===== config.mk =====
export PLATFORM = sky130hd
export DESIGN_NAME = iosc_clock_switch
export DESIGN_NICKNAME = d
export VERILOG_FILES = /design/src/pkg/iosc_pkg.sv /design/src/rtl/iosc_postscaler.sv /design/src/rtl/iosc_clock_switch.sv
export SDC_FILE = /design/constraint.sdc
export NUM_CORES = 1
export LEC_CHECK = 0
export BUFFER_PORTS_ARGS = -buffer_cell sky130_fd_sc_hd__clkbuf_2
export CORE_MARGIN = 2
export CORE_UTILIZATION = 55
export DETAILED_ROUTE_END_ITERATION = 16
export PLACE_DENSITY = 0.81
export SYNTH_ARGS = -nofsm -noshare
export SYNTH_HDL_FRONTEND = slang
export SYNTH_HIERARCHICAL = 1
export SYNTH_SLANG_ARGS = --single-unit

===== constraint.sdc =====
create_clock -name clk -period 9.1 [get_ports clk]
set_clock_uncertainty 0.15 [all_clocks]
set_input_delay 0 -clock clk [delete_from_list [all_inputs] [get_ports clk]]
set_output_delay 0 -clock clk [all_outputs]
set_load 0.01 [all_outputs]

===== src/pkg/iosc_pkg.sv =====
// Package with constants, types and states of the internal oscillator select and clock switch block.
// ****************************************************************************
// ****************************************************************************
package iosc_pkg;

   // Bus geometry and register offsets.
   localparam int          ADDR_W        = 4;
   localparam logic [3:0]  OFS_TUNING    = 4'h0;
   localparam logic [3:0]  OFS_CONTROL   = 4'h4;

   // Field layout.
   localparam int          TRIM_W        = 5;
   localparam int          CTL_SEL_BIT   = 0;
   localparam int          CTL_LF_BIT    = 1;
   localparam int          CTL_HF_BIT    = 2;
   localparam int          CTL_TOUT_BIT  = 3;
   localparam int          CTL_FSEL_LSB  = 4;

   // Values after reset, and the low and undivided high tap codes.
   localparam logic [4:0]  TRIM_RST      = 5'h00;
   localparam logic [2:0]  FSEL_RST      = 3'b110;
   localparam logic [2:0]  FSEL_LF       = 3'b000;
   localparam logic [2:0]  FSEL_HF_FULL  = 3'b111;

   // Configured oscillator modes that use a crystal.
   localparam logic [2:0]  MODE_LO_GAIN  = 3'b000;
   localparam logic [2:0]  MODE_MID_GAIN = 3'b001;
   localparam logic [2:0]  MODE_HI_GAIN  = 3'b010;

   // Timing, each time in its own unit and its cycle count derived from the clock rate.
   localparam int          CLK_MHZ       = 50;
   localparam int          HF_WARM_NS    = 1000;
   localparam int          LF_WARM_NS    = 2000;
   localparam int          TRIM_STEP_NS  = 1000;
   localparam int          HF_WARM_CYC   = (HF_WARM_NS * CLK_MHZ + 999) / 1000;
   localparam int          LF_WARM_CYC   = (LF_WARM_NS * CLK_MHZ + 999) / 1000;
   localparam int          TRIM_STEP_CYC = (TRIM_STEP_NS * CLK_MHZ + 999) / 1000;
   localparam int          STUP_COUNT    = 1024;
   localparam int          CNT_W         = 12;

   // Configuration word fields that reach this block.
   typedef struct packed {
      logic [2:0] cfg_osc_mode;
      logic       two_speed_enable;
      logic       powerup_timer_en;
      logic       watchdog_timer_en;
      logic       failsafe_monitor_en;
   } iosc_cfg_t;

   // Controls driven toward the analog oscillator cells.
   typedef struct packed {
      logic             high_freq_osc_en;
      logic             low_freq_osc_en;
      logic [TRIM_W-1:0] trim_code;
   } iosc_osc_ctl_t;

   // Switch sequencer, Gray coded along its main path; the IDLE to FALL and WARM to HOLD shortcuts change both bits.
   typedef enum logic [1:0] {
      SW_IDLE = 2'b00,
      SW_WARM = 2'b01,
      SW_FALL = 2'b11,
      SW_HOLD = 2'b10
   } iosc_sw_state_t;

endpackage


===== src/rtl/iosc_postscaler.sv =====
// Postscaler and tap multiplexer for the internal oscillators.
`timescale 1ns/1ns
module iosc_postscaler
(
   // Clock and reset.
   input  wire logic       clk,
   input  wire logic       rst_n,
   // Oscillator levels, synchronous to clk.
   input  wire logic       hf_level,
   input  wire logic       lf_level,
   // Tap selects for the connected and the pending source.
   input  wire logic [2:0] sel_cur,
   input  wire logic [2:0] sel_new,
   // Selected tap levels.
   output logic            lvl_cur,
   output logic            lvl_new
);
   import iosc_pkg::*;

   logic       hf_prev_reg;
   logic [5:0] div_reg;
   logic [7:0] taps;

   // The divider advances on each rising edge of the high-frequency oscillator.
   always_ff @(posedge clk or negedge rst_n)
   begin
      if (!rst_n)
      begin
         hf_prev_reg <= 1'b0;
         div_reg     <= 6'h00;
      end
      else
      begin
         hf_prev_reg <= hf_level;
         if (hf_level && !hf_prev_reg)
            div_reg <= div_reg + 6'h01;
      end
   end

   // Code 000 is the low oscillator and 111 the undivided high oscillator.
   assign taps[0] = lf_level;
   assign taps[7] = hf_level;

   // Each lower code down to 001 halves the frequency once more.
   genvar k;
   generate
      for (k = 1; k < 7; k++)
      begin : g_tap
         assign taps[k] = div_reg[6-k];
      end
   endgenerate

   // Registered tap outputs keep the clock path free of decode glitches.
   always_ff @(posedge clk or negedge rst_n)
   begin
      if (!rst_n)
      begin
         lvl_cur <= 1'b0;
         lvl_new <= 1'b0;
      end
      else
      begin
         lvl_cur <= taps[sel_cur];
         lvl_new <= taps[sel_new];
      end
   end

endmodule


===== src/rtl/iosc_clock_switch.sv =====
// Internal oscillator selection, trim, glitch-free internal tap switch and direct system clock select, with its register slave.
//
// Chosen here: the address map and the Avalon-MM register port.
`timescale 1ns/1ns
module iosc_clock_switch
(
   // Clock and reset.
   input  wire logic                         clk,
   input  wire logic                         rst_n,
   // Avalon-MM slave.
   input  wire logic [iosc_pkg::ADDR_W-1:0]  avs_address,
   input  wire logic                         avs_read,
   input  wire logic                         avs_write,
   input  wire logic [3:0]                   avs_byteenable,
   input  wire logic [31:0]                  avs_writedata,
   output logic [31:0]                       avs_readdata,
   output logic                              avs_waitrequest,
   // Configuration word fields.
   input  wire iosc_pkg::iosc_cfg_t          cfg,
   // Oscillator levels, synchronous to clk.
   input  wire logic                         hf_osc_level,
   input  wire logic                         lf_osc_level,
   input  wire logic                         ext_clk_level,
   // Oscillator cell controls.
   output iosc_pkg::iosc_osc_ctl_t           osc_ctl,
   // Clock outputs as levels.
   output logic                              int_clk_out,
   output logic                              sys_clk_out,
   output logic                              lf_timebase
);
   import iosc_pkg::*;

   // ****************************************************************************
   // Declarations
   // ****************************************************************************
   logic [TRIM_W-1:0]  trim_reg;
   logic [TRIM_W-1:0]  trim_applied_reg;
   logic [CNT_W-1:0]   trim_cnt_reg;
   logic [2:0]         fsel_reg;
   logic               sel_reg;
   logic [2:0]         cur_sel_reg;
   logic [2:0]         tgt_reg;
   iosc_sw_state_t     state_reg;
   iosc_sw_state_t     state_next;
   logic               hf_flag_reg;
   logic               lf_flag_reg;
   logic               cur_prev_reg;
   logic               new_prev_reg;
   logic               int_clk_reg;
   logic               sys_clk_reg;
   logic               ext_prev_reg;
   logic [CNT_W-1:0]   stup_cnt_reg;
   logic               stup_done_reg;
   logic               tout_status;
   logic               ack_reg;
   logic [31:0]        rdata_reg;
   logic [CNT_W-1:0]   warm_cnt_reg [2];
   logic [1:0]         osc_ready;
   logic [1:0]         osc_en;
   logic               lvl_cur;
   logic               lvl_new;

   // ****************************************************************************
   // Register bus
   // ****************************************************************************

   // One wait state on every access; the answer comes at the second edge.
   wire bus_req    = avs_read | avs_write;
   wire bus_done   = bus_req & ack_reg;
   wire hit_tune   = (avs_address == OFS_TUNING);
   wire hit_ctl    = (avs_address == OFS_CONTROL);
   wire wr_tune    = avs_write & bus_done & hit_tune & avs_byteenable[0];
   wire wr_ctl     = avs_write & bus_done & hit_ctl & avs_byteenable[0];

   assign avs_waitrequest = bus_req & ~ack_reg;

   // Upper tuning bits are not stored and read back as zero.
   wire [31:0] rd_tune = {27'h000_0000, trim_reg};
   wire [31:0] rd_ctl  = {25'h000_0000, fsel_reg, tout_status,
                          hf_flag_reg, lf_flag_reg, sel_reg};
   wire [31:0] rd_mux  = hit_tune ? rd_tune : (hit_ctl ? rd_ctl : 32'h0000_0000);

   // Acknowledge toggles, so a held request is answered every second cycle.
   always_ff @(posedge clk or negedge rst_n)
   begin
      if (!rst_n)
         ack_reg <= 1'b0;
      else
         ack_reg <= bus_req & ~ack_reg;
   end

   // Read data is captured at the first edge and stands through the answer cycle.
   always_ff @(posedge clk or negedge rst_n)
   begin
      if (!rst_n)
         rdata_reg <= 32'h0000_0000;
      else if (avs_read & ~ack_reg)
         rdata_reg <= rd_mux;
   end

   assign avs_readdata = rdata_reg;

   // ****************************************************************************
   // Software controls
   // ****************************************************************************

   // Trim target, frequency code and select bit; only software writes them.
   always_ff @(posedge clk or negedge rst_n)
   begin
      if (!rst_n)
      begin
         trim_reg <= TRIM_RST;
         fsel_reg <= FSEL_RST;
         sel_reg  <= 1'b0;
      end
      else
      begin
         if (wr_tune)
            trim_reg <= avs_writedata[TRIM_W-1:0];
         if (wr_ctl)
         begin
            fsel_reg <= avs_writedata[CTL_FSEL_LSB +: 3];
            sel_reg  <= avs_writedata[CTL_SEL_BIT];
         end
      end
   end

   // ****************************************************************************
   // Trim slew
   // ****************************************************************************

   // The trim reaching the oscillator walks one step per interval toward the target,
   // so the frequency drifts rather than jumps; nothing reports arrival.
   wire trim_tick = (trim_cnt_reg == CNT_W'(TRIM_STEP_CYC - 1));
   wire trim_up   = $signed(trim_reg) > $signed(trim_applied_reg);
   wire trim_dn   = $signed(trim_reg) < $signed(trim_applied_reg);

   always_ff @(posedge clk or negedge rst_n)
   begin
      if (!rst_n)
      begin
         trim_cnt_reg     <= '0;
         trim_applied_reg <= TRIM_RST;
      end
      else
      begin
         trim_cnt_reg <= trim_tick ? '0 : trim_cnt_reg + CNT_W'(1);
         if (trim_tick && trim_up)
            trim_applied_reg <= trim_applied_reg + 5'h01;
         else if (trim_tick && trim_dn)
            trim_applied_reg <= trim_applied_reg - 5'h01;
      end
   end

   // ****************************************************************************
   // External source and start-up timer
   // ****************************************************************************

   wire crystal_mode = (cfg.cfg_osc_mode == MODE_LO_GAIN) | (cfg.cfg_osc_mode == MODE_MID_GAIN)
                     | (cfg.cfg_osc_mode == MODE_HI_GAIN);

   // Crystal modes count external rising edges before the source is trusted.
   always_ff @(posedge clk or negedge rst_n)
   begin
      if (!rst_n)
      begin
         ext_prev_reg <= 1'b0;
         stup_cnt_reg  <= '0;
         stup_done_reg <= 1'b0;
      end
      else
      begin
         ext_prev_reg <= ext_clk_level;
         if (ext_clk_level && !ext_prev_reg && !stup_done_reg)
         begin
            stup_cnt_reg <= stup_cnt_reg + CNT_W'(1);
            if (stup_cnt_reg == CNT_W'(STUP_COUNT - 1))
               stup_done_reg <= 1'b1;
         end
      end
   end

   // External source ready: at once for clock and RC modes, after the timer otherwise.
   wire ext_ready = ~crystal_mode | stup_done_reg;

   // A plain net rather than a function, so the read mux sees every change of its inputs.
   assign tout_status = ~sel_reg & ext_ready;

   // Two-speed start-up runs internally until the crystal is ready, select bit untouched.
   wire two_speed_run = cfg.two_speed_enable & crystal_mode & ~stup_done_reg;
   wire int_active    = sel_reg | two_speed_run;

   // ****************************************************************************
   // Oscillator enables and warm-up
   // ****************************************************************************

   wire fsel_lf  = (fsel_reg == FSEL_LF);
   wire cur_lf   = (cur_sel_reg == FSEL_LF);
   wire sw_busy  = (state_reg != SW_IDLE);
   wire timers   = cfg.powerup_timer_en | cfg.watchdog_timer_en | cfg.failsafe_monitor_en;

   // Index 0 is the high oscillator, index 1 the low one.
   assign osc_en[0] = (~fsel_lf & (sel_reg | cfg.two_speed_enable))
                    | (int_active & ~cur_lf)
                    | (sw_busy & (tgt_reg != FSEL_LF));
   // Once connected to a high tap the low oscillator drops out unless a timer needs it.
   assign osc_en[1] = (fsel_lf & (sel_reg | cfg.two_speed_enable))
                    | timers
                    | (int_active & cur_lf)
                    | (sw_busy & (tgt_reg == FSEL_LF));

   // Warm-up counters per oscillator; ready once the start-up time has passed.
   genvar i;
   generate
      for (i = 0; i < 2; i++)
      begin : g_warm
         localparam logic [CNT_W-1:0] WARM = CNT_W'(i == 0 ? HF_WARM_CYC : LF_WARM_CYC);

         always_ff @(posedge clk or negedge rst_n)
         begin
            if (!rst_n)
               warm_cnt_reg[i] <= '0;
            else if (!osc_en[i])
               warm_cnt_reg[i] <= '0;
            else if (warm_cnt_reg[i] != WARM)
               warm_cnt_reg[i] <= warm_cnt_reg[i] + CNT_W'(1);
         end

         assign osc_ready[i] = (warm_cnt_reg[i] == WARM);
      end
   endgenerate

   assign osc_ctl.high_freq_osc_en = osc_en[0];
   assign osc_ctl.low_freq_osc_en  = osc_en[1];
   assign osc_ctl.trim_code        = trim_applied_reg;

   // The timers see the low oscillator whatever the system clock does.
   assign lf_timebase = lf_osc_level & osc_ready[1];

   // ****************************************************************************
   // Tap selection
   // ****************************************************************************

   iosc_postscaler iosc_postscaler_inst
   (
      .clk      (clk),
      .rst_n    (rst_n),
      .hf_level (hf_osc_level),
      .lf_level (lf_osc_level),
      .sel_cur  (cur_sel_reg),
      .sel_new  (tgt_reg),
      .lvl_cur  (lvl_cur),
      .lvl_new  (lvl_new)
   );

   // ****************************************************************************
   // Switch sequencer
   // ****************************************************************************

   wire tgt_lf    = (tgt_reg == FSEL_LF);
   wire tgt_ready = tgt_lf ? osc_ready[1] : osc_ready[0];
   wire cur_ready = cur_lf ? osc_ready[1] : osc_ready[0];
   wire cur_fall  = cur_prev_reg & ~lvl_cur;
   wire new_rise  = lvl_new & ~new_prev_reg;
   wire connect   = (state_reg == SW_HOLD) & new_rise;
   // Between two high taps the oscillator is already running, so no warm-up wait.
   wire hf_to_hf  = ~fsel_lf & ~cur_lf & osc_ready[0];

   // A silent current clock never falls, so a stopped source skips that wait.
   always_comb
   begin
      state_next = state_reg;
      unique case (state_reg)
         SW_IDLE:
            if (fsel_reg != cur_sel_reg)
               state_next = hf_to_hf ? SW_FALL : SW_WARM;
         SW_WARM:
            if (tgt_ready)
               state_next = cur_ready ? SW_FALL : SW_HOLD;
         SW_FALL:
            if (cur_fall || !cur_ready)
               state_next = SW_HOLD;
         SW_HOLD:
            if (new_rise)
               state_next = SW_IDLE;
      endcase
   end

   // Target is frozen for the whole switch; a later code change starts a fresh switch.
   always_ff @(posedge clk or negedge rst_n)
   begin
      if (!rst_n)
      begin
         state_reg    <= SW_IDLE;
         tgt_reg      <= FSEL_RST;
         cur_sel_reg  <= FSEL_RST;
         cur_prev_reg <= 1'b0;
         new_prev_reg <= 1'b0;
      end
      else
      begin
         state_reg    <= state_next;
         cur_prev_reg <= lvl_cur;
         new_prev_reg <= lvl_new;
         if (state_reg == SW_IDLE)
            tgt_reg <= fsel_reg;
         if (connect)
            cur_sel_reg <= tgt_reg;
      end
   end

   // Stable flags refresh at connection and fall at once when an oscillator stops.
   always_ff @(posedge clk or negedge rst_n)
   begin
      if (!rst_n)
      begin
         hf_flag_reg <= 1'b0;
         lf_flag_reg <= 1'b0;
      end
      else
      begin
         if (connect || !osc_ready[0] || (state_reg == SW_IDLE && osc_ready[0]))
            hf_flag_reg <= osc_ready[0];
         if (connect || !osc_ready[1] || (state_reg == SW_IDLE && osc_ready[1]))
            lf_flag_reg <= osc_ready[1];
      end
   end

   // ****************************************************************************
   // Clock outputs
   // ****************************************************************************

   // The internal clock is held low while waiting for the new clock to rise.
   wire int_clk_next = (state_reg == SW_HOLD) ? 1'b0 : lvl_cur;
   // Select bit 0 follows the configured source, 1 the internal tap; two-speed overrides.
   wire sys_clk_next = int_active ? int_clk_reg
                     : (ext_ready ? ext_clk_level : 1'b0);

   always_ff @(posedge clk or negedge rst_n)
   begin
      if (!rst_n)
      begin
         int_clk_reg <= 1'b0;
         sys_clk_reg <= 1'b0;
      end
      else
      begin
         int_clk_reg <= int_clk_next;
         sys_clk_reg <= sys_clk_next;
      end
   end

   assign int_clk_out = int_clk_reg;
   assign sys_clk_out = sys_clk_reg;

endmodule


# Word level (Yosys, flattened, before mapping)
# Cells that the tools add are included.
# totals
ff_bits,120
wordCells,153
output_inout_bits,43
input_bits,54
# classes
n_addsub,7
reduce_logical,29
bitwise_logic,44
muxes,25
order_cmp,4
eq_ne,19
# op_table
op,n
$mux 12,5
$add 12x1->12 const B,4
$eq 12x6->1 const B,2
$and 1x1->1,23
$mux 7,2
$or 1x1->1,13
$eq 12x10->1 const B,1
$eq 12x7->1 const B,1
$logic_not 3->1,4
$ne 12x6->1 const B,1
$ne 12x7->1 const B,1
$mux 2,5
$mux 5,2
$lt 3x4->1 const B,2
$mux 1,8
$ne 2x2->1 const B,4
$not 1->1,8
$pmux 2 s4,1
$logic_and 1x1->1,7
$add 6x1->6 const B,1
$bmux 1 s3,2
$logic_not 1->1,6
$add 5x1->5 const B,1
$gt 5x5->1,1
16 further kinds,23

# Longest topological paths before layout
# depth
word_depth,10
depth_mapped,12
mapped_depth_nobuf,12

# Modules after synthesis
# The synthesis kept the hierarchy.
# modules_own_cells
module,area_per_inst_um2,instances,cells_each,seq_area_each_um2
iosc_clock_switch,4356.7,1,416,2159.6
iosc_postscaler,456.7,1,29,225.2

# Worst setup path before layout
# OpenSTA, ideal clock, no wires.
# synth_path
path_kind,register -> register
from,reg trim_cnt_reg[8]
to,reg trim_applied_reg[4]
slack_ns,6.146
t_arrival_ns,2.678
stages_incl_launch_ff,10
synth_period_minus_slack_ns,2.954
t_required_ns,8.824
n_path_buf,0
setup_time_ns,0.126
path_cell_list,dfrtp_1 or4_4 nor4_4 nand3_1 fa_1 a21o_1 a21o_1 nand3_1 nand3b_4 xnor2_2
# synth_via
elab_chain_cells,3
word_cells_on_any_way,5
cone_classes,1 x eq/ne; 1 x mux; 3 x reduce/logical
# synth_rtl
item,line,text
"start, declared",iosc_clock_switch.sv:38,logic [CNT_W-1:0] trim_cnt_reg;
"start signal, assigned",iosc_clock_switch.sv:147,trim_cnt_reg <= trim_tick ? '0 : trim_cnt_reg + CNT_W'(1);
$eq 12x6->1 *,iosc_clock_switch.sv:134,wire trim_tick = (trim_cnt_reg == CNT_W'(TRIM_STEP_CYC - 1));
$logic_and 1x1->1 (on tied branches),"iosc_clock_switch.sv:148, iosc_clock_switch.sv:150",
$mux 5 or $reduce_bool 2->1 (tied branches),n/a,
"end signal, assigned",iosc_clock_switch.sv:149,trim_applied_reg <= trim_applied_reg + 5'h01;
"end signal, assigned",iosc_clock_switch.sv:151,trim_applied_reg <= trim_applied_reg - 5'h01;
"end, declared",iosc_clock_switch.sv:37,logic [TRIM_W-1:0] trim_applied_reg;
# Mark *: on every way between the ends. The rest lies on a longest branch, timed or not.
# A chain may end at the register's enable or synchronous reset.

# Worst setup path in the final report
# Ends and elaborated chain as after synthesis.

==> results.cfg <==
[run_status]
status = finished clean

[floorplanning]
die_w_um = 97.6
die_h_um = 97.6
start_util_pct = 56.0
io-pin-count = 97
row_count = 34
die_area_sq_mm = 0.00952
core_sq_mm = 0.00859

[pwr]
p_leak_nw = 2.68
irDropWorstVdd_mv = 0.168
powerDensity_mw_per_mm2 = 219
p_total_mw = 1.21

[layout]
n_antenna_cell = 0
drive_gt1_share_pct = 18.5
nFillCells = 651
final_area_sq_mm = 0.00552
largest_reg_flops = 24
final_cells = 628
fin_nets = 586
layout-area-overhead-vs-synth_pct = 14.8

[timing]
setup_viol = 0
final-hold-violation-count = 0
tightest_slew_ns = 0.895
layout_min_cycle_time_ns = 3.24
setup_tns_ns = 0
rsz0062_at_grt = false
maxSlewHeadroom_pct = 40.3
period_share_pct = 35.6
slew_viol_final = 0
fmax_mhz = 309

[setup_path]
crit_fanout = 7
path_class = reg -> reg
regToRegStartpoint = trim_cnt_reg[8]$_DFF_PN0_
cp_data_arrival_time_ns = 3.39
start_kind = flop
cp-startpoint = trim_cnt_reg[8]$_DFF_PN0_
required_ns = 9.25
end_kind = flop

[global_routing]
antenna_found_initial = 0
first_global_vias = 3385
grt_util_all_layers_pct = 20.1
grt_remaining_overflow = 0
grt_max_degree = 75
grt_pass1_wl_mm = 15.5

[synth]
seq_area_frac_synth_pct = 49.5
syn_avg_cell_area_sq_um = 10.8
synth.area.top_cells = dfrtp_1 (46%), xnor2_1 (4.9%), xor2_1 (4.5%), mux2_2 (4.4%), ha_1 (4.2%)
yosys_warnings = 6
synthCells = 445
synth_seq_cells = 95
synth_edf_count = 0
async_reset_ff_share_pct = 100
yosysTopAreaCell = dfrtp_1
synth_cell_types = 46
synth_area_sq_mm = 0.00481
synth_flop_cell = dfrtp_1
synth_top_cell_area_share_pct = 46.3

[cts]
cts.sinks = 95
cts_tree = built
ctsHoldBuffers = 21
cts_root_buf = clkbuf_8
cts_buffers = 9
htreeDepth = 3
clkTransAtPathRegs_ns = 0.09
cts_buffer_depth = 2
postCtsSetupRepairBufs = 0
clk_latency_ns = 0.37
cts_resized = 0

[placed_design]
place_congestion = 0.820
io_buffers = 43
dpl_cell_area_sq_mm = 0.00506
placed_cells = 591
dp_hpwl_mm = 6.39

[routing]
drc = 0
viasPerCell = 5.40
drt_iter0_markers = 162
vias = 3393
drtPass1Iterations = 4
drtAntennaViolNets = 0
routed_wl_mm = 9.15
wl_per_cell_um = 14.6

[worst_hold_path]
min_path_type = in -> async

[run]
maxCapViolCount = 0
synthesized netlist by cell type (all sizes together) (2+ instances only):
master	n
dfrtp	89
nor2	47
nand2	36
xnor2	28
buf	25
xor2	25
nand3	23
inv	19
mux2	19
ha	16
o21ai	15
nand4	10
a21oi	8
and3	7
a22oi	6
clkbuf	6
dfstp	6
nor3	6
and4	5
mux4	4
nand2b	4
nor2b	4
nor4	4
o21a	4
a21o	3
and2	3
nor4bb	3
or3	3
a211oi	2
nand3b	2
nor3b	2
cells by family (layout without fill, tap and decap cells):
| logic type | after synthesis | after routing | synth area share (%) |
|---|---|---|---|
| muxes | 24 | 24 | 6.84 |
| AOI/OAI and AO/OA | 43 | 43 | 5.87 |
| xor gates and xnor gates | 53 | 53 | 9.80 |
| and+or+nand+nor | 162 | 162 | 17.4 |
| other | 1 | 25 | 0.0779 |
| buffers and inverters | 50 | 101 | 5.85 |
| DFF | 95 | 95 | 49.5 |
| adders and majority gates | 17 | 17 | 4.57 |
layer usage:
layer,wire length [um],GRT usage (%),vias up
li1,-,-,1621
met1,3850,25.1,1668
met2,4700,34.3,79
met3,309,3.24,25
met5,0,0,-
met4,288,9.62,0
power by group:
group          total (mW)  switching, mW  internal, mW
Clock               0.340          0.149         0.191
Combinational       0.300          0.153         0.147
Sequential          0.570         0.0764         0.494
critical path, stage by stage, from the launching register on:
cell and delay, ns:
dfrtp_1 0.44, or4_4 0.57, nor4_4 0.49, nand3_1 0.29
fa_1 0.48, a21o_1 0.18, a21o_1 0.18, a21oi_1 0.13
nand3b_4 0.16, xnor2_2 0.10
worst paths after layout:
path | end | slack (ns) | cells past startpoint
setup / recovery | trim_applied_reg[4]$_DFFE_PN0P_ | 5.86 | 9
hold / removal | fsel_reg[2]$_DFFE_PN1P_ | 0.01 | 2
setup reg to reg | trim_applied_reg[4]$_DFFE_PN0P_ | 5.86 | 9
hold reg to reg | new_prev_reg$_DFF_PN0_ | 0.24 | 0
max in group asynchronous | cur_sel_reg[0]$_DFFE_PN0P_ | 7.63 | 3
min in group clk | avs_readdata[3]$_DFFE_PN0P_ | 0.04 | 5
area by class of cell:
cell class | instances | area [sq um] | share of cell area (%)
repair buffers | 66 | 443 | 8.02
inverters | 19 | 71.3 | 1.29
well taps | 108 | 135 | 2.45
flip-flops and latches | 95 | 2380 | 43.2
multi-input cells | 324 | 2240 | 40.5
clock buffers | 10 | 138 | 2.49
clock inverters | 6 | 115 | 2.08
metrics by stage:
stage                     worst slack (ns)  hold slack [ns]  utilization, %
final                                 5.86           0.0149            64.3
after global placement                5.96           -0.257            58.9
after floorplan                       6.15           -0.446               -
after detailed placement              5.90           -0.254            58.9
after CTS                             5.87          0.00900            64.3
after global routing                  5.72           0.0195            64.3
layout by cell type (no fill, tap or decap), types with 2 or more instances in the layout:
cell,synthesis,routed
o21a_1,3,3
inv_1,19,19
mux2_2,19,19
o21ai_0,15,15
nand2b_1,4,4
nor2_1,47,47
a211oi_1,2,2
nor3b_1,2,2
a22oi_1,6,6
bufinv_16,0,3
and3_1,7,7
clkbuf_2,0,42
clkbuf_8,0,10
dlygate4sd3_1,0,21
nand2_1,36,36
nor3_1,6,6
a21o_1,3,3
xnor2_1,27,27
buf_4,25,3
conb_1,1,25
nor2b_1,4,4
and2_1,3,3
or3_1,3,3
a21oi_1,8,8
ha_1,16,16
dfstp_2,6,6
nor4_1,3,3
nand4_1,10,10
dfrtp_1,89,89
nand3_1,23,23
nor4bb_1,3,3
xor2_1,25,25
mux4_1,4,4
and4_1,5,5
Note: power is estimated with default switching activity, not from simulation.
